$ cat config.mk
export PLATFORM = sky130hd
export DESIGN_NAME = ast_top
export DESIGN_NICKNAME = d
export VERILOG_FILES = /design/src/design/ast_pkg.sv /design/src/design/ast_clk_if.sv /design/src/design/ast_prescaler.sv /design/src/design/ast_top.sv
export SDC_FILE = /design/constraint.sdc
export NUM_CORES = 1
export LEC_CHECK = 0
export ABC_AREA = 1
export BUFFER_PORTS_ARGS = -buffer_cell sky130_fd_sc_hd__buf_2
export CORE_ASPECT_RATIO = 0.6
export CORE_MARGIN = 3
export CORE_UTILIZATION = 50
export CTS_BUF_LIST = sky130_fd_sc_hd__clkbuf_4 sky130_fd_sc_hd__clkbuf_8
export DETAILED_ROUTE_END_ITERATION = 10
export PLACE_DENSITY = 0.74
export SYNTH_ARGS = -nofsm -noshare
export SYNTH_HDL_FRONTEND = slang
export SYNTH_SLANG_ARGS = --single-unit
$ cat constraint.sdc
create_clock -name clk -period 1.9 [get_ports clk]
set_input_delay 0.19 -clock clk [delete_from_list [all_inputs] [get_ports clk]]
set_output_delay 0.19 -clock clk [all_outputs]
set_load 0.03 [all_outputs]
$ cat src/design/ast_pkg.sv
// constants and types for the conversion sequence timing control block
package ast_pkg;
    localparam int ADDR_W = 3;
    localparam logic [2:0] SEQ_CTRL_OFS = 3'h3;
    localparam logic [2:0] TIMING_CTRL_OFS = 3'h4;
    localparam logic [2:0] START_OFS = 3'h5;
    localparam logic [2:0] STATUS_OFS = 3'h6;
    localparam logic [2:0] RESULT_OFS = 3'h7;
    localparam logic [7:0] SEQ_CTRL_RST = 8'h20;
    localparam logic [7:0] TIMING_CTRL_RST = 8'h05;
    localparam logic [1:0] RES_RST = 2'h2;
    localparam int SEQ_LEN_LSB = 3;
    localparam int FRZ_LSB = 0;
    localparam int SMP_LSB = 5;
    localparam int PRS_LSB = 0;
    localparam int RES_LSB = 6;
    localparam int CONV_CYCLES = 12;
    localparam logic [11:0] FULL_8 = 12'h0FF;
    localparam logic [11:0] FULL_10 = 12'h3FF;
    localparam logic [11:0] FULL_12 = 12'hFFF;
    typedef enum logic [1:0] {
        ST_IDLE = 2'b00,
        ST_SAMPLE = 2'b01,
        ST_CONVERT = 2'b10
    } ast_state_e;
    typedef enum logic [1:0] {
        FRZ_RUN = 2'b00,
        FRZ_RSVD = 2'b01,
        FRZ_FINISH = 2'b10,
        FRZ_NOW = 2'b11
    } ast_frz_e;
endpackage : ast_pkg

$ cat src/design/ast_clk_if.sv
// carrier between prescaler and sequencer
`timescale 1ns/1ps
interface ast_clk_if;
    logic [4:0] prescale;
    logic run;
    logic tick;
    logic conv_clk;
    modport gen (input prescale, input run, output tick, output conv_clk);
    modport use_side (output prescale, output run, input tick,
        input conv_clk);
endinterface : ast_clk_if

$ cat src/design/ast_prescaler.sv
// conversion clock prescaler
`timescale 1ns/1ps
module ast_prescaler (
    input wire logic clk,
    input wire logic rst,
    ast_clk_if.gen cif
);
    logic [4:0] cnt_r;
    logic phase_r;
    // tick marks one conversion clock period, on the falling half end
    assign cif.tick = cif.run && (cnt_r == cif.prescale) && phase_r;
    assign cif.conv_clk = phase_r;
    always_ff @(posedge clk) begin
        if (rst || !cif.run) begin
            cnt_r <= 5'h00;
            phase_r <= 1'b0;
        end else if (cnt_r >= cif.prescale) begin
            cnt_r <= 5'h00;
            phase_r <= ~phase_r;
        end else begin
            cnt_r <= cnt_r + 5'h01;
        end
    end
endmodule : ast_prescaler

$ cat src/design/ast_top.sv
// conversion sequence timing control top
//
// Design decision made here: the strobed register port.
`timescale 1ns/1ps
module ast_top (
    input wire logic clk,
    input wire logic rst,
    input wire logic [2:0] addr,
    input wire logic [7:0] wdata,
    input wire logic wr,
    input wire logic rd,
    output logic [7:0] rdata,
    input wire logic debug_freeze,
    output logic conv_clk,
    output logic sampling,
    output logic converting,
    output logic seq_busy,
    output logic seq_done,
    output logic [3:0] conv_index,
    output logic [11:0] result
);
    ast_clk_if cif ();
    ast_prescaler u_pre (
        .clk(clk),
        .rst(rst),
        .cif(cif)
    );

    logic [7:0] seq_ctrl_r;
    logic [7:0] timing_ctrl_r;
    logic [1:0] res_r;
    logic freeze_s1_r;
    logic freeze_s2_r;
    ast_pkg::ast_state_e state_r;
    logic [4:0] phase_cnt_r;
    logic [3:0] conv_cnt_r;
    logic [3:0] seq_len;
    logic [4:0] smp_len;
    logic halt;
    logic abort;
    logic start;
    logic frz_pending_r;
    logic done_r;
    logic [11:0] result_r;
    logic [7:0] rdata_r;

    // debug freeze comes from another block, so it is synchronised
    always_ff @(posedge clk) begin
        if (rst) begin
            freeze_s1_r <= 1'b0;
            freeze_s2_r <= 1'b0;
        end else begin
            freeze_s1_r <= debug_freeze;
            freeze_s2_r <= freeze_s1_r;
        end
    end

    always_comb begin
        logic [3:0] code;
        code = seq_ctrl_r[ast_pkg::SEQ_LEN_LSB +: 4];
        if (code[3] || code == 4'h0) begin
            seq_len = 4'h8;
        end else begin
            seq_len = code;
        end
    end

    always_comb begin
        unique case (timing_ctrl_r[ast_pkg::SMP_LSB +: 3])
            3'h0: smp_len = 5'h04;
            3'h1: smp_len = 5'h06;
            3'h2: smp_len = 5'h08;
            3'h3: smp_len = 5'h0A;
            3'h4: smp_len = 5'h0C;
            3'h5: smp_len = 5'h10;
            3'h6: smp_len = 5'h14;
            3'h7: smp_len = 5'h18;
        endcase
    end

    // reserved code 01 behaves like continue
    always_comb begin
        ast_pkg::ast_frz_e frz;
        frz = ast_pkg::ast_frz_e'(seq_ctrl_r[ast_pkg::FRZ_LSB +: 2]);
        halt = 1'b0;
        if (freeze_s2_r) begin
            if (frz == ast_pkg::FRZ_NOW) begin
                halt = 1'b1;
            end else if (frz == ast_pkg::FRZ_FINISH) begin
                halt = frz_pending_r || state_r == ast_pkg::ST_IDLE;
            end
        end
    end

    // any write to the sequence control, timing control or start register aborts
    assign abort = wr && (addr == ast_pkg::TIMING_CTRL_OFS
        || addr == ast_pkg::SEQ_CTRL_OFS || addr == ast_pkg::START_OFS);
    assign start = wr && addr == ast_pkg::START_OFS;
    assign cif.prescale = timing_ctrl_r[ast_pkg::PRS_LSB +: 5];
    assign cif.run = state_r != ast_pkg::ST_IDLE && !halt;

    always_ff @(posedge clk) begin
        if (rst) begin
            seq_ctrl_r <= ast_pkg::SEQ_CTRL_RST;
            timing_ctrl_r <= ast_pkg::TIMING_CTRL_RST;
            res_r <= ast_pkg::RES_RST;
        end else if (wr) begin
            if (addr == ast_pkg::SEQ_CTRL_OFS) begin
                seq_ctrl_r <= wdata;
            end
            if (addr == ast_pkg::TIMING_CTRL_OFS) begin
                timing_ctrl_r <= wdata;
            end
            if (addr == ast_pkg::START_OFS) begin
                res_r <= wdata[ast_pkg::RES_LSB +: 2];
            end
        end
    end

    // finish-then-freeze: latch the halt once the ongoing conversion ends
    always_ff @(posedge clk) begin
        if (rst || !freeze_s2_r || abort) begin
            frz_pending_r <= 1'b0;
        end else if (state_r == ast_pkg::ST_CONVERT && cif.tick
            && phase_cnt_r == 5'(ast_pkg::CONV_CYCLES - 1)) begin
            frz_pending_r <= 1'b1;
        end
    end

    always_ff @(posedge clk) begin
        if (rst || abort) begin
            state_r <= ast_pkg::ST_IDLE;
            phase_cnt_r <= 5'h00;
            conv_cnt_r <= 4'h0;
            if (start && !rst) begin
                state_r <= ast_pkg::ST_SAMPLE;
            end
        end else if (cif.tick) begin
            unique case (state_r)
                ast_pkg::ST_IDLE: begin
                    phase_cnt_r <= 5'h00;
                end
                ast_pkg::ST_SAMPLE: begin
                    if (phase_cnt_r == smp_len - 5'h01) begin
                        phase_cnt_r <= 5'h00;
                        state_r <= ast_pkg::ST_CONVERT;
                    end else begin
                        phase_cnt_r <= phase_cnt_r + 5'h01;
                    end
                end
                ast_pkg::ST_CONVERT: begin
                    if (phase_cnt_r == 5'(ast_pkg::CONV_CYCLES - 1)) begin
                        phase_cnt_r <= 5'h00;
                        if (conv_cnt_r + 4'h1 == seq_len) begin
                            state_r <= ast_pkg::ST_IDLE;
                            conv_cnt_r <= 4'h0;
                        end else begin
                            state_r <= ast_pkg::ST_SAMPLE;
                            conv_cnt_r <= conv_cnt_r + 4'h1;
                        end
                    end else begin
                        phase_cnt_r <= phase_cnt_r + 5'h01;
                    end
                end
                default: state_r <= ast_pkg::ST_IDLE;
            endcase
        end
    end

    // no analog front end here: each result is a full-scale test code
    always_ff @(posedge clk) begin
        if (rst) begin
            done_r <= 1'b0;
            result_r <= 12'h000;
        end else begin
            done_r <= 1'b0;
            if (!abort && cif.tick && state_r == ast_pkg::ST_CONVERT
                && phase_cnt_r == 5'(ast_pkg::CONV_CYCLES - 1)) begin
                unique case (res_r)
                    2'b00: result_r <= ast_pkg::FULL_8;
                    2'b01: result_r <= ast_pkg::FULL_10;
                    default: result_r <= ast_pkg::FULL_12;
                endcase
                done_r <= conv_cnt_r + 4'h1 == seq_len;
            end
        end
    end

    always_ff @(posedge clk) begin
        if (rst) begin
            rdata_r <= 8'h00;
        end else if (rd) begin
            unique case (addr)
                ast_pkg::SEQ_CTRL_OFS: rdata_r <= seq_ctrl_r;
                ast_pkg::TIMING_CTRL_OFS: rdata_r <= timing_ctrl_r;
                ast_pkg::START_OFS: rdata_r <= {res_r, 6'h00};
                ast_pkg::STATUS_OFS: rdata_r <= {2'b00, halt,
                    state_r != ast_pkg::ST_IDLE, conv_cnt_r};
                ast_pkg::RESULT_OFS: rdata_r <= result_r[11:4];
                default: rdata_r <= 8'h00;
            endcase
        end else begin
            rdata_r <= 8'h00;
        end
    end

    assign rdata = rdata_r;
    assign conv_clk = cif.conv_clk;
    assign sampling = state_r == ast_pkg::ST_SAMPLE;
    assign converting = state_r == ast_pkg::ST_CONVERT;
    assign seq_busy = state_r != ast_pkg::ST_IDLE;
    assign seq_done = done_r;
    assign conv_index = conv_cnt_r;
    assign result = result_r;
endmodule : ast_top

==> run metrics <==
number of iterations in the first detailed-routing pass=5; Final period util=0.9498; Async S/R FF share, synth=0; RSZ-0062 raised after global routing=false; Port-buffer cells=44; fillers=483; vias per cell=5.345; Net Sw Frac=0.2492; CP startpoint kind=flop; core area=5230 sq um; Starting Density=0.5373; most common cell in the netlist=nand2_1; r2r endpoint=phase_cnt_r[0]; buffer depth of the longest clock path=2; CTS sink cnt=54; CTS Buf Count=5; post-synthesis sequential area ratio=0.3918; Post-synth top flop=dfxtp_1; pin count of the biggest net entering global routing=16; Die ar.=6585 sq um; post-route ant nets=0; CTS tree=built; Rows=20; Yosys warning count=0; number of library cell types mapped by synthesis=37; leading post-synthesis cells by cell area=dfxtp_1 37%, nand2_1 10%, inv_1 7.6%; DP HPWL=5560 um; Tot Pwr=0.002227 W; GRT Total Usage=0.2220; via count=2662; met2 Use GR=0.2822; Worst Hold Depth=3; Setup CP Type=reg2reg; worst-margin pin slew=0.4800 ns; Setup-failing EPs final=0; worst endpoint data arrival time=2.04 ns; Skew-Pair Late Insertion Delay=0.30 ns; #FFs+latches synth=54; Root Buffer=clkbuf_8; PD cells=694.6 nW/um^2; outcome=completed; Reg2Reg Depth=10; Fmax=554.1 MHz; worst path required time=2.14 ns; leading area contributor after synthesis=dfxtp_1; Clock Power Share=0.352; Int Power=0.001672 W; Post-Syn Area=2810 sq um; Max FO, Critical Path=8; worst r2r src=timing_ctrl_r[1]; gpl congestion=0.8583; Synth top cells by count=76 x nand2_1, 57 x inv_1, 52 x dfxtp_1; Area Growth Syn to Fin=14.11%; Die X-Extent=102.8 um; Tmin final=1.805 ns; Setup crit end kind=flop; Max Clock Skew=0.004242 ns; utilization after layout=0.6132; total negative slack=0 ns; syn nets=418; Psw=0.0005552 W; Post-synth EDFFs=2; Max-Cap Viols=0; # H-tree levels=2; Hold WC Path Type=in2reg; gr busiest metal=met1; layout cells sized above 1=0.2014; share of the synthesized area in the top cell type=0.3704; final hold violation count=0; Setup WS pre-CTS=0.08051 ns; vias in the first global route=2265; Worst-path clk slew=0.09 ns; # diodes=0; Remaining Overflow, GRT=0; routed len/inst=14.05 um; DR DRC count=0; Cells after Synth=388; Final Max Tran Viols=0; Detailed Route WL=6996 um; first-pass GRT wire length=11390 um; Critical Path Source=timing_ctrl_r[1]; leakage power=1.535 nW; final worst slack=0.09540 ns; Die Y=64.07 um; Final nets=461; Top Ports=45; initial antenna violation count=0; Setup crit end=phase_cnt_r[0]; Avg Inst Size Synth=7.243 sq um; sequential share of power=0.534; VDD IR-drop max=0.0002950 V; worst reg2reg setup slack=0.1 ns; global-route met1 utilization=0.3657; Slew HR=0.6796; Initial DRC Count=261; logic gate share of total power=0.115; GR Layer Usage met3=0.05234
## worst min path at each step
stage	slack, ns	startpoint	end
2_1_floorplan	0.30	debug_freeze	freeze_s1_r
3_3_place_gp	0.39	freeze_s1_r	freeze_s2_r
3_5_place_dp	0.40	debug_freeze	freeze_s1_r
4_1_cts	0.08	debug_freeze	freeze_s1_r
5_1_grt	0.08	debug_freeze	freeze_s1_r
6_report	0.08	debug_freeze	freeze_s1_r
## kinds of logic after synthesis
family | synth area share
AOI/OAI and AO/OA | 0.1345
DFF | 0.3918
xor gates and xnor gates | 0.01247
adders and majority gates | 0.06233
and+or+nand+nor | 0.2761
buffers and inverters | 0.1229
## stage by stage
stage	cell area (sq um)	hold slack, ns	std cells
final	3207	0.08465	498
after global routing	3207	0.07577	498
after CTS	3171	0.07934	497
after detailed placement	3057	0.3960	489
after global placement	3057	0.3922	489
after floorplan	2810	0.2970	388
## state kept, by name (all words and copies together), names as in the netlist
signal and cells:
conv_index 4, phase_cnt_r 5, u_pre.cnt_r 5, res_r 2, timing_ctrl_r 8, u_pre.cif.conv_clk 1, result 3, freeze_s2_r 1
seq_ctrl_r 8, seq_done 1, state_r 2, frz_pending_r 1, freeze_s1_r 1, smp_len 4, rdata 8
## layer usage
metal  vias up  wire length, um
met5         -                0
met4         0               67
met3        12              817
met2       141             2558
met1      1183             3553
li1       1326                -
## worst max-delay path: stages (launching register included)
cell     delay (ns)
dfxtp_2        0.36
inv_1          0.06
ha_1           0.28
nand2_1        0.10
nor2_4         0.15
nand3_2        0.09
nor2_4         0.17
nand2_1        0.19
inv_1          0.13
o21ai_0        0.09
nor2_1         0.13
## power by group through the flow
stage          Combinational, W  Clock, W  Sequential [W]
3_5_place_dp           0.000246         0         0.00121
5_1_grt                0.000284  0.000837         0.00119
3_3_place_gp           0.000241         0         0.00121
4_1_cts                0.000248  0.000790         0.00119
2_1_floorplan          0.000162         0         0.00121
6_report               0.000256  0.000783         0.00119
## cells in the final DEF, fill, tap and decap left out, drive strengths merged
| cell type | n |
|---|---|
| o22ai | 3 |
| o211ai | 1 |
| o21ai | 26 |
| xor2 | 3 |
| o21a | 1 |
| buf | 51 |
| clkbuf | 7 |
| nand3 | 31 |
| a221oi | 6 |
| xnor2 | 1 |
| nor2 | 44 |
| dfxtp | 52 |
| a211oi | 2 |
| or2 | 3 |
| bufinv | 1 |
| ha | 14 |
| nand2 | 80 |
| a21oi | 27 |
| nand4 | 6 |
| edfxtp | 2 |
| nand3b | 2 |
| inv | 65 |
| a21boi | 1 |
| nor3 | 3 |
## final cells by class
| class | count | area [sq um] | area share |
|---|---|---|---|
| Multi-Input combinational cell | 254 | 1386 | 0.4323 |
| Sequential cell | 54 | 1105 | 0.3445 |
| Timing Repair Buffer | 51 | 272.8 | 0.08506 |
| Inverter | 65 | 246.5 | 0.07686 |
| Clock buffer | 7 | 83.83 | 0.02614 |
| Tap cell | 66 | 82.58 | 0.02575 |
| Clock inverter | 1 | 30.03 | 0.009364 |
## repair_timing
item | in CTS | in global routing
endpoints found under the setup margin | 0 | 12
hold buffers | 0 | 0
setup buffers | 0 | 1
resized for setup | 0 | 9
(Power assumes the default switching activity.)
